$ cat config.mk
export PLATFORM = sky130hd
export DESIGN_NAME = jtd_tap
export DESIGN_NICKNAME = d
export VERILOG_FILES = /design/src/core/jtd_pkg.sv /design/src/core/jtd_tap.sv
export SDC_FILE = /design/constraint.sdc
export NUM_CORES = 1
export LEC_CHECK = 0
export BUFFER_PORTS_ARGS = -buffer_cell sky130_fd_sc_hd__buf_4
export CAP_MARGIN = 20
export CORE_MARGIN = 8
export CORE_UTILIZATION = 35
export DETAILED_ROUTE_END_ITERATION = 12
export SYNTH_ARGS = -nofsm -noshare
export SYNTH_HDL_FRONTEND = slang
export SYNTH_SLANG_ARGS = --single-unit
$ cat constraint.sdc
create_clock -name clk_i -period 2.2 [get_ports clk_i]
set_input_delay 0.44 -clock clk_i [delete_from_list [all_inputs] [get_ports clk_i]]
set_output_delay 0.44 -clock clk_i [all_outputs]
set_load 0.03 [all_outputs]
$ cat src/core/jtd_pkg.sv
// Constants, opcodes and state type for the test access port decoder
// Functional notes
// - Port uses clock, mode select, data in and data out only; no reset pin
// - Sixteen-state controller steps on rising test clock using sampled mode select
// - Undriven mode select or data input is seen as logic one
// - Data input shifts into the register chosen by state and instruction
// - Data output changes on falling test clock, driven only while shifting
// - Output source is instruction register or instruction-selected data register
// - Instruction register is six bits, decoded as bits five down to zero
// - Instruction register holds opcode and captures device status bits
// - Extest, sample/preload and intest opcodes select the boundary register
// - Boundary register has input, output and enable bits per pin
// - Two user opcodes assert their chain select and route chain output out
// - Configuration load and readback opcodes select a 64-bit register
// - Identification and user code opcodes select 32-bit capture registers
// - Bypass opcode selects one-bit bypass; high-impedance opcode also floats pins
// - Start-up stepping only with test clock source; shutdown stepping always
// - Reprogram opcode acts like the program reset pin, clearing configuration
// - Port ignores mode pins and takes precedence whenever active
// - User chains usable only after configuration; all others always
// - Bypass register loads zero in Capture-DR
// - Update latches load in Update-DR while clock is low and hold
// - Identification value always has its lowest bit set
package jtd_pkg;
    // Sizes
    localparam int IR_W       = 6;
    localparam int DR_W       = 64;
    localparam int NUM_IO     = 4;
    localparam int BSR_STRIDE = 3;
    localparam int BSR_W      = BSR_STRIDE * NUM_IO;
    localparam int BSR_IN_OFS = 0;
    localparam int BSR_OUT_OFS = 1;
    localparam int BSR_OE_OFS = 2;
    localparam int SYNC_W     = 5 + NUM_IO;
    localparam logic [6:0] LEN_BYP = 7'h01;
    localparam logic [6:0] LEN_32  = 7'h20;
    localparam logic [6:0] LEN_CFG = 7'h40;
    localparam logic [6:0] LEN_BSR = 7'(BSR_W);
    localparam logic [6:0] LEN_ONE = 7'h01;
    localparam logic [2:0] TLR_COUNT = 3'h5;

    // Opcodes
    localparam logic [IR_W-1:0] OP_EXTEST   = 6'h00;
    localparam logic [IR_W-1:0] OP_SAMPLE   = 6'h01;
    localparam logic [IR_W-1:0] OP_USER_CHAIN_ONE = 6'h02;
    localparam logic [IR_W-1:0] OP_USER_CHAIN_TWO = 6'h03;
    localparam logic [IR_W-1:0] OP_CFG_RD   = 6'h04;
    localparam logic [IR_W-1:0] OP_CFG_LD   = 6'h05;
    localparam logic [IR_W-1:0] OP_INTEST   = 6'h07;
    localparam logic [IR_W-1:0] OP_USERCODE = 6'h08;
    localparam logic [IR_W-1:0] OP_IDCODE   = 6'h09;
    localparam logic [IR_W-1:0] OP_HIGHZ    = 6'h0a;
    localparam logic [IR_W-1:0] OP_REPROG   = 6'h0b;
    localparam logic [IR_W-1:0] OP_STARTUP  = 6'h0c;
    localparam logic [IR_W-1:0] OP_SHUTDOWN = 6'h0d;
    localparam logic [IR_W-1:0] OP_BYPASS   = 6'h3f;

    // Instruction capture: fixed 01 in the low bits plus status
    localparam logic [IR_W-1:0] IR_CAP_BASE = 6'h01;
    localparam int ST_DONE_BIT = 2;
    localparam int ST_SRC_BIT  = 3;

    // Identification value, arbitrary neutral code
    localparam logic [31:0] ID_VALUE = 32'h0abc_d001;

    // Register map
    localparam logic [7:0] ADR_CTRL     = 8'h00;
    localparam logic [7:0] ADR_USERCODE = 8'h04;
    localparam logic [7:0] ADR_STATUS   = 8'h08;
    localparam int CTRL_SRC_BIT   = 0;
    localparam int CTRL_DONE_BIT  = 1;
    localparam int STAT_IR_LSB    = 4;
    localparam logic [31:0] CTRL_RST     = 32'h0000_0000;
    localparam logic [31:0] USERCODE_RST = 32'hffff_ffff;

    // Controller states
    typedef enum logic [3:0] {
        TLR, RTI, SEL_DR, CAP_DR, SH_DR, EX1_DR, PA_DR, EX2_DR, UPD_DR,
        SEL_IR, CAP_IR, SH_IR, EX1_IR, PA_IR, EX2_IR, UPD_IR
    } jtd_state_t;
endpackage

$ cat src/core/jtd_tap.sv
// Test access port controller, instruction decoder and data registers
`timescale 1ns/100ps
module jtd_tap (
    // Clock and reset
    input  wire logic                       clk_i,
    input  wire logic                       rst_i,
    // Wishbone slave
    input  wire logic                       wb_cyc_i,
    input  wire logic                       wb_stb_i,
    input  wire logic                       wb_we_i,
    input  wire logic [7:0]                 wb_adr_i,
    input  wire logic [3:0]                 wb_sel_i,
    input  wire logic [31:0]                wb_dat_i,
    output logic      [31:0]                wb_dat_o,
    output logic                            wb_ack_o,
    // Test port pins
    input  wire logic                       tck_i,
    input  wire logic                       tms_i,
    input  wire logic                       tms_drv_i,
    input  wire logic                       tdi_i,
    input  wire logic                       tdi_drv_i,
    output logic                            tdo_o,
    output logic                            tdo_oe_o,
    // Boundary pins and core side
    input  wire logic [jtd_pkg::NUM_IO-1:0] pin_in_i,
    input  wire logic [jtd_pkg::NUM_IO-1:0] core_out_i,
    input  wire logic [jtd_pkg::NUM_IO-1:0] core_oe_i,
    output logic      [jtd_pkg::NUM_IO-1:0] pin_out_o,
    output logic      [jtd_pkg::NUM_IO-1:0] pin_oe_o,
    output logic      [jtd_pkg::NUM_IO-1:0] core_in_o,
    // User chains
    input  wire logic                       user_tdo1_i,
    input  wire logic                       user_tdo2_i,
    output logic                            user_sel1_o,
    output logic                            user_sel2_o,
    output logic                            user_tdi_o,
    output logic                            user_capture_o,
    output logic                            user_shift_o,
    output logic                            user_update_o,
    output logic                            user_reset_o,
    // Configuration engine
    input  wire logic [jtd_pkg::DR_W-1:0]   readback_word_i,
    output logic      [jtd_pkg::DR_W-1:0]   cfg_word_o,
    output logic                            cfg_word_stb_o,
    output logic                            startup_step_o,
    output logic                            shutdown_step_o,
    output logic                            cfg_clear_o
);
    import jtd_pkg::*;

    // Standard sixteen-state graph
    function automatic jtd_state_t jtd_next(input jtd_state_t st, input logic tms);
        case (st)
            TLR:     jtd_next = tms ? TLR    : RTI;
            RTI:     jtd_next = tms ? SEL_DR : RTI;
            SEL_DR:  jtd_next = tms ? SEL_IR : CAP_DR;
            CAP_DR:  jtd_next = tms ? EX1_DR : SH_DR;
            SH_DR:   jtd_next = tms ? EX1_DR : SH_DR;
            EX1_DR:  jtd_next = tms ? UPD_DR : PA_DR;
            PA_DR:   jtd_next = tms ? EX2_DR : PA_DR;
            EX2_DR:  jtd_next = tms ? UPD_DR : SH_DR;
            UPD_DR:  jtd_next = tms ? SEL_DR : RTI;
            SEL_IR:  jtd_next = tms ? TLR    : CAP_IR;
            CAP_IR:  jtd_next = tms ? EX1_IR : SH_IR;
            SH_IR:   jtd_next = tms ? EX1_IR : SH_IR;
            EX1_IR:  jtd_next = tms ? UPD_IR : PA_IR;
            PA_IR:   jtd_next = tms ? EX2_IR : PA_IR;
            EX2_IR:  jtd_next = tms ? UPD_IR : SH_IR;
            UPD_IR:  jtd_next = tms ? SEL_DR : RTI;
            default: jtd_next = TLR;
        endcase
    endfunction

    // Shift right, inserting the new bit at the chain's top
    function automatic logic [DR_W-1:0] dr_shift(input logic [DR_W-1:0] v, input logic b, input logic [6:0] len);
        logic [DR_W-1:0] r;
        r = v >> 1;
        r[6'(len - LEN_ONE)] = b;
        return r;
    endfunction

    // Interleave pin input, output and enable into boundary cells
    function automatic logic [BSR_W-1:0] bsr_pack(input logic [NUM_IO-1:0] i, input logic [NUM_IO-1:0] o,
                                                  input logic [NUM_IO-1:0] e);
        logic [BSR_W-1:0] r;
        r = '0;
        for (int k = 0; k < NUM_IO; k++) begin
            r[BSR_STRIDE*k+BSR_IN_OFS]  = i[k];
            r[BSR_STRIDE*k+BSR_OUT_OFS] = o[k];
            r[BSR_STRIDE*k+BSR_OE_OFS]  = e[k];
        end
        return r;
    endfunction

    // Pull one field per pin out of the boundary cells
    function automatic logic [NUM_IO-1:0] bsr_field(input logic [BSR_W-1:0] v, input int ofs);
        logic [NUM_IO-1:0] r;
        r = '0;
        for (int k = 0; k < NUM_IO; k++) begin
            r[k] = v[BSR_STRIDE*k+ofs];
        end
        return r;
    endfunction

    // Byte-lane write merge
    function automatic logic [31:0] wb_merge(input logic [31:0] old, input logic [31:0] d, input logic [3:0] sel);
        logic [31:0] r;
        r = old;
        for (int k = 0; k < 4; k++) begin
            if (sel[k]) begin
                r[8*k +: 8] = d[8*k +: 8];
            end
        end
        return r;
    endfunction

    logic [SYNC_W-1:0]  sync1_ff;
    logic [SYNC_W-1:0]  sync2_ff;
    logic               tck_d_ff;
    jtd_state_t         state_ff;
    logic [IR_W-1:0]    ir_ff;
    logic [IR_W-1:0]    ir_sh_ff;
    logic [DR_W-1:0]    dr_ff;
    logic [BSR_W-1:0]   bsr_upd_ff;
    logic [31:0]        ctrl_ff;
    logic [31:0]        usercode_ff;
    logic [2:0]         tms_hi_cnt_ff;

    // Pin inputs through two flops; only the second stage is read
    always_ff @(posedge clk_i) begin
        sync1_ff <= {tck_i, tms_i, tms_drv_i, tdi_i, tdi_drv_i, pin_in_i};
        sync2_ff <= sync1_ff;
        tck_d_ff <= sync2_ff[SYNC_W-1];
    end

    // Decoded pins; an undriven input reads as high like the pull-up
    wire               tck_s    = sync2_ff[SYNC_W-1];
    wire               tms_eff  = sync2_ff[SYNC_W-3] ? sync2_ff[SYNC_W-2] : 1'b1;
    wire               tdi_eff  = sync2_ff[SYNC_W-5] ? sync2_ff[SYNC_W-4] : 1'b1;
    wire [NUM_IO-1:0]  pin_s    = sync2_ff[NUM_IO-1:0];
    wire               tck_rise = tck_s & ~tck_d_ff;
    wire               tck_fall = ~tck_s & tck_d_ff;
    wire               done     = ctrl_ff[CTRL_DONE_BIT];
    wire               src_tck  = ctrl_ff[CTRL_SRC_BIT];

    // Instruction decode; user chains exist only once configured
    wire sel_bsr  = (ir_ff == OP_EXTEST) | (ir_ff == OP_SAMPLE) | (ir_ff == OP_INTEST);
    wire sel_usr1 = (ir_ff == OP_USER_CHAIN_ONE) & done;
    wire sel_usr2 = (ir_ff == OP_USER_CHAIN_TWO) & done;
    wire sel_usr  = sel_usr1 | sel_usr2;
    wire sel_cfg  = (ir_ff == OP_CFG_LD) | (ir_ff == OP_CFG_RD);
    wire sel_id   = (ir_ff == OP_IDCODE);
    wire sel_uc   = (ir_ff == OP_USERCODE);
    // Anything else, reserved codes included, falls to bypass
    wire sel_byp  = ~(sel_bsr | sel_usr | sel_cfg | sel_id | sel_uc);
    wire drive_bs = (ir_ff == OP_EXTEST) | (ir_ff == OP_INTEST);

    // Chain length and capture value of the selected data register
    wire [6:0]       dr_len  = sel_bsr ? LEN_BSR : sel_cfg ? LEN_CFG : (sel_id | sel_uc) ? LEN_32 : LEN_BYP;
    wire [BSR_W-1:0] bsr_cap = bsr_pack(pin_s, core_out_i, core_oe_i);
    wire [DR_W-1:0]  dr_cap  = sel_bsr ? DR_W'(bsr_cap) :
                               (ir_ff == OP_CFG_RD) ? readback_word_i :
                               sel_id ? DR_W'(ID_VALUE | 32'h0000_0001) :
                               sel_uc ? DR_W'(usercode_ff) :
                               '0;
    wire [IR_W-1:0]  ir_cap  = IR_CAP_BASE | (IR_W'(done) << ST_DONE_BIT) | (IR_W'(src_tck) << ST_SRC_BIT);

    // Serial source: instruction path or the chosen data path
    wire dr_bit  = sel_usr1 ? user_tdo1_i : sel_usr2 ? user_tdo2_i : dr_ff[0];
    wire ser_bit = (state_ff == SH_IR) ? ir_sh_ff[0] : dr_bit;
    wire shifting = (state_ff == SH_IR) | (state_ff == SH_DR);

    // Controller steps on each rising test clock; no mode pins are consulted
    always_ff @(posedge clk_i) begin
        if (rst_i) begin
            state_ff <= TLR;
        end else if (tck_rise) begin
            state_ff <= jtd_next(state_ff, tms_eff);
        end
    end

    // Count of consecutive high mode selects, for the reset check
    always_ff @(posedge clk_i) begin
        if (rst_i) begin
            tms_hi_cnt_ff <= '0;
        end else if (tck_rise) begin
            tms_hi_cnt_ff <= !tms_eff ? 3'h0 : (tms_hi_cnt_ff == TLR_COUNT) ? TLR_COUNT : tms_hi_cnt_ff + 3'h1;
        end
    end

    // Instruction shift register
    always_ff @(posedge clk_i) begin
        if (rst_i) begin
            ir_sh_ff <= IR_CAP_BASE;
        end else if (tck_rise && state_ff == CAP_IR) begin
            ir_sh_ff <= ir_cap;
        end else if (tck_rise && state_ff == SH_IR) begin
            ir_sh_ff <= {tdi_eff, ir_sh_ff[IR_W-1:1]};
        end
    end

    // Active opcode; reset state forces identification
    always_ff @(posedge clk_i) begin
        if (rst_i || state_ff == TLR) begin
            ir_ff <= OP_IDCODE;
        end else if (tck_fall && state_ff == UPD_IR) begin
            ir_ff <= ir_sh_ff;
        end
    end

    // Shared data shift register, length set by the instruction
    always_ff @(posedge clk_i) begin
        if (rst_i) begin
            dr_ff <= '0;
        end else if (tck_rise && state_ff == CAP_DR) begin
            dr_ff <= dr_cap;
        end else if (tck_rise && state_ff == SH_DR) begin
            dr_ff <= dr_shift(dr_ff, tdi_eff, dr_len);
        end
    end

    // Update latches open in Update-DR after the clock falls
    always_ff @(posedge clk_i) begin
        if (rst_i) begin
            bsr_upd_ff <= '0;
        end else if (tck_fall && state_ff == UPD_DR && sel_bsr) begin
            bsr_upd_ff <= dr_ff[BSR_W-1:0];
        end
    end

    // Configuration word handed over at update; a one-cycle strobe
    always_ff @(posedge clk_i) begin
        if (rst_i) begin
            cfg_word_o     <= '0;
            cfg_word_stb_o <= 1'b0;
        end else begin
            cfg_word_stb_o <= tck_fall && state_ff == UPD_DR && ir_ff == OP_CFG_LD;
            if (tck_fall && state_ff == UPD_DR && ir_ff == OP_CFG_LD) begin
                cfg_word_o <= dr_ff;
            end
        end
    end

    // Serial output moves only on the falling clock, floated off shift
    always_ff @(posedge clk_i) begin
        if (rst_i) begin
            tdo_o    <= 1'b1;
            tdo_oe_o <= 1'b0;
        end else if (tck_fall) begin
            tdo_o    <= ser_bit;
            tdo_oe_o <= shifting;
        end
    end

    // Pin drive; high-impedance opcode floats every output
    always_ff @(posedge clk_i) begin
        if (rst_i) begin
            pin_out_o <= '0;
            pin_oe_o  <= '0;
            core_in_o <= '0;
        end else begin
            pin_out_o <= drive_bs ? bsr_field(bsr_upd_ff, BSR_OUT_OFS) : core_out_i;
            pin_oe_o  <= (ir_ff == OP_HIGHZ) ? '0 : drive_bs ? bsr_field(bsr_upd_ff, BSR_OE_OFS) : core_oe_i;
            core_in_o <= (ir_ff == OP_INTEST) ? bsr_field(bsr_upd_ff, BSR_IN_OFS) : pin_s;
        end
    end

    // User chain strobes, one clk_i cycle per test clock edge
    always_ff @(posedge clk_i) begin
        if (rst_i) begin
            user_sel1_o    <= 1'b0;
            user_sel2_o    <= 1'b0;
            user_tdi_o     <= 1'b1;
            user_capture_o <= 1'b0;
            user_shift_o   <= 1'b0;
            user_update_o  <= 1'b0;
            user_reset_o   <= 1'b1;
        end else begin
            user_sel1_o    <= sel_usr1;
            user_sel2_o    <= sel_usr2;
            user_tdi_o     <= tdi_eff;
            user_capture_o <= tck_rise && state_ff == CAP_DR && sel_usr;
            user_shift_o   <= tck_rise && state_ff == SH_DR && sel_usr;
            user_update_o  <= tck_fall && state_ff == UPD_DR && sel_usr;
            user_reset_o   <= state_ff == TLR;
        end
    end

    // Sequencer steps in Run-Test-Idle; start-up needs the test clock source
    always_ff @(posedge clk_i) begin
        if (rst_i) begin
            startup_step_o  <= 1'b0;
            shutdown_step_o <= 1'b0;
            cfg_clear_o     <= 1'b0;
        end else begin
            startup_step_o  <= tck_rise && state_ff == RTI && ir_ff == OP_STARTUP && src_tck;
            shutdown_step_o <= tck_rise && state_ff == RTI && ir_ff == OP_SHUTDOWN;
            cfg_clear_o     <= ir_ff == OP_REPROG;
        end
    end

    // Wishbone decode; unmapped reads give zero, writes are dropped
    wire        wb_req   = wb_cyc_i & wb_stb_i & ~wb_ack_o;
    wire        hit_ctrl = (wb_adr_i == ADR_CTRL);
    wire        hit_uc   = (wb_adr_i == ADR_USERCODE);
    wire        hit_stat = (wb_adr_i == ADR_STATUS);
    wire [31:0] stat_val = 32'({ir_ff, 4'(state_ff)});
    wire [31:0] rd_val   = hit_ctrl ? ctrl_ff : hit_uc ? usercode_ff : hit_stat ? stat_val : 32'h0000_0000;

    // Answer one cycle after the strobe, dropped the cycle after
    always_ff @(posedge clk_i) begin
        if (rst_i) begin
            wb_ack_o <= 1'b0;
            wb_dat_o <= '0;
        end else begin
            wb_ack_o <= wb_req;
            wb_dat_o <= wb_req ? rd_val : '0;
        end
    end

    // Software registers; reserved control bits stay zero
    always_ff @(posedge clk_i) begin
        if (rst_i) begin
            ctrl_ff     <= CTRL_RST;
            usercode_ff <= USERCODE_RST;
        end else if (wb_req && wb_we_i) begin
            if (hit_ctrl) begin
                ctrl_ff <= wb_merge(ctrl_ff, wb_dat_i, wb_sel_i) & 32'h0000_0003;
            end else if (hit_uc) begin
                usercode_ff <= wb_merge(usercode_ff, wb_dat_i, wb_sel_i);
            end
        end
    end
endmodule

==> results.md <==
- IO buf count: 253
- Clock Latency Late Sink: 540 ps
- CTS tree: built
- I/O pins: 254
- Dominant cell type by area after synthesis: dfxtp_1
- Cell area after synthesis: 10600 µm²
- Core Area: 29600 µm²
- Worst-case reg-to-reg path depth: 6
- Tightest Pin Transition: 833 ps
- Initial Util: 35.6%
- Crit end category: register
- # nets final: 1553
- Fmax: 493 MHz
- Synth top area cells: dfxtp_1, nand2_1, nor2_1
- Internal reg-to-reg setup slack: 170 ps
- DRC Markers: 0
- Cell row count: 63
- Die X: 190 µm
- WHS Endpoint: sync1_ff[2]$_DFF_P_
- Pwr Total: 0.0101 W
- Wire per inst: 18.7 µm
- Worst r2r src: ir_ff[2]$_SDFFE_PP0P_
- Post-synth EDFFs: 0
- Post-synthesis net count: 1305
- Longest Clk Path Bufs: 3
- Seq cells post-synth: 267
- Inserted Clock Buffers: 29
- Via count: 9355
- Async set or reset register ratio after synthesis: 0%
- Die Y: 190 µm
- Fin crit share: 92.2%
- Worst R2R End: dr_ff[25]$_SDFFE_PP0P_
- Number of vias per cell: 5.09
- CP startpoint kind: register
- Register area share after synthesis: 50.7%
- RD Place Congestion: 0.876
- Pwr Density: 722 nW/µm²
- First-pass GRT wire length: 52700 µm
- Largest net degree at the start of global routing: 65
- Hold path cells: 1
- Antenna-violating nets left: 0
- Clk sinks: 267
- WP data arrival: 2480 ps
- Max Cap Violations: 0
- Total grt overflow: 0
- Die area: 36000 µm²
- Final WL: 34300 µm
- Post-CTS Setup Bufs: 0
- Worst vdd rail ir drop: 0.562 mV
- Layout cells sized above 1: 27.4%
- Top FF cell, synth: dfxtp_1
- Syn avg cell area: 9.00 µm²
- Final HPWL DP: 25200 µm
- Crit Path Class: reg -> reg
- Warning count from the yosys run: 0
- Yosys top cell area share: 50.7%
- Fill cells: 2906
- Synth cell types: 63
- Antenna violations before repair: 7
- Slew Viols, Final: 0
- Max Clock Skew: 11.3 ps
- Status: complete, no violations
- H-tree levels: 1
- Worst min-delay path category: in -> reg
- CP Data Required Time: 2650 ps
- P&R area growth vs syn: 32.4%
- Initial detailed-routing violation count: 756
- Final Hold Fails: 0
- Total GRT Usage: 18.2%
- Crit path max fanout: 11
- Cell leakage power: 5.82 nW
- Fin Setup TNS: 0 ps
- Cell count after synthesis: 1173
- Clock-pin slew on the worst setup and hold paths: 60 ps
- Min cycle time layout: 2030 ps
- Final setup viols: 0
- Relative slew slack: 44.3%
- TritonRoute pass-1 iters: 8
- Min-delay src: pin_in_i[2]
- CTS root buf: clkbuf_16
- Vias in the first global route: 9124
-- layout make-up --
class / instances / area [µm²] / share of cell area (%)
inverters: 4 / 15.0 / 0.107
flip-flops and latches: 267 / 5350 / 38.3
clock inverters: 6 / 57.6 / 0.412
clock buffers: 46 / 860 / 6.15
diodes: 7 / 17.5 / 0.125
well taps: 390 / 488 / 3.49
repair buffers: 310 / 2470 / 17.7
multi-input cells: 809 / 4720 / 33.8
-- stage by stage --
stage	hold WS [ps]	util, %	cell area (µm²)	instances	setup slack [ps]
2_1_floorplan	310	-	10600	1173	307
3_3_place_gp	314	43.7	12900	1772	115
3_5_place_dp	312	43.7	12900	1772	75.2
4_1_cts	4.09	47.0	13900	1832	154
5_1_grt	8.01	47.1	14000	1839	-0.785
6_report	30.3	47.1	14000	1839	171
-- cells in the mapped netlist (3+ instances only) --
cell type    n
dfxtp_1    267
nand2_1    230
nor2_1     140
a21oi_1     90
nor3_1      62
clkbuf_1    47
mux2i_1     36
nand3b_1    33
a221oi_2    29
and2_1      27
buf_2       23
buf_6       14
nand2b_1    14
a221oi_1    13
a22oi_1     12
a22o_1      11
a222oi_1    10
nand3_1     10
o311a_1     10
nor2b_1      8
and3_1       7
a2111oi_0    6
a32o_1       6
a21o_1       5
buf_4        5
buf_1        4
inv_1        4
nor4_1       4
a211oi_1     3
-- how the worst max path moves through the flow --
stage | startpoint | end | cells after the start
finish | ir_ff[2]$_SDFFE_PP0P_ | dr_ff[25]$_SDFFE_PP0P_ | 6
global route | ir_ff[2]$_SDFFE_PP0P_ | dr_ff[12]$_SDFFE_PP0P_ | 6
CTS | state_ff[1]$_SDFFE_PP0P_ | dr_ff[26]$_SDFFE_PP0P_ | 6
detailed placement | wb_adr_i[7] | usercode_ff[27]$_SDFFE_PP1P_ | 7
global placement | wb_adr_i[7] | usercode_ff[12]$_SDFFE_PP1P_ | 7
floorplan | wb_adr_i[7] | usercode_ff[0]$_SDFFE_PP1P_ | 6
-- routing by layer --
| metal | global-route usage, % | share of wire [%] | vias up |
|---|---|---|---|
| met4 | 5.71 | 2.3 | 0 |
| met1 | 24.3 | 45 | 4436 |
| met5 | 0 | 0 | - |
| met2 | 29.5 | 47 | 282 |
| met3 | 3.09 | 5.5 | 45 |
| li1 | - | - | 4592 |
-- flip-flops by register name, indices dropped and copies added (netlist names), 2 cells and up --
register	flops
ctrl_ff	2
ir_ff	6
pin_oe_o	4
sync1_ff	9
bsr_upd_ff	12
state_ff	4
ir_sh_ff	6
usercode_ff	32
sync2_ff	9
dr_ff	64
core_in_o	4
wb_dat_o	32
cfg_word_o	64
pin_out_o	4
-- repair_timing --
| item | in CTS | in global routing |
|---|---|---|
| resized for setup | 0 | 3 |
| endpoints found under the setup margin | 0 | 8 |
| hold endpoints to repair | 8 | 0 |
| hold buffers | 8 | 0 |
-- critical path, stage by stage (launching register included) --
cell and delay, ps:
dfxtp_1 510, or3b_1 440, a21oi_1 220, buf_4 210, a21oi_1 80, o311a_1 300, nor3_1 170
-- kinds of logic after synthesis --
kind of cell           count (synthesis)  share of synthesized area [%]
XOR/XNOR                               1                         0.0830
AO/OA/AOI/OAI                        211                           16.0
buffers and inverters                 97                           4.90
flip-flops                           267                           50.7
AND/OR/NAND/NOR                      560                           24.9
multiplexers                          37                           3.52
-- placed cells by master (no fill, tap or decap), drive strengths merged, types with 8 or more instances in the layout --
| master | Yosys | routed |
|---|---|---|
| buf | 46 | 302 |
| dfxtp | 267 | 267 |
| nand2 | 230 | 230 |
| nor2 | 144 | 144 |
| a21oi | 90 | 90 |
| nor3 | 64 | 64 |
| clkbuf | 47 | 46 |
| a221oi | 42 | 42 |
| mux2i | 36 | 36 |
| nand3b | 33 | 33 |
| and2 | 27 | 27 |
| nand2b | 15 | 15 |
| a22oi | 12 | 12 |
| a22o | 11 | 11 |
| o311a | 10 | 10 |
| a222oi | 10 | 10 |
| nand3 | 10 | 10 |
| nor2b | 8 | 8 |
| dlygate4sd3 | 0 | 8 |
-- power breakdown --
| group | internal, W | leakage [nW] | switching [W] | total [W] |
|---|---|---|---|---|
| clock network | 0.00277 | 0.449 | 0.00192 | 0.00469 |
| registers | 0.00488 | 2.16 | 0.0000240 | 0.00490 |
| logic | 0.000247 | 3.21 | 0.000248 | 0.000495 |
| total | 0.00790 | 5.82 | 0.00219 | 0.0101 |
Power figures use the tool's default switching activity.
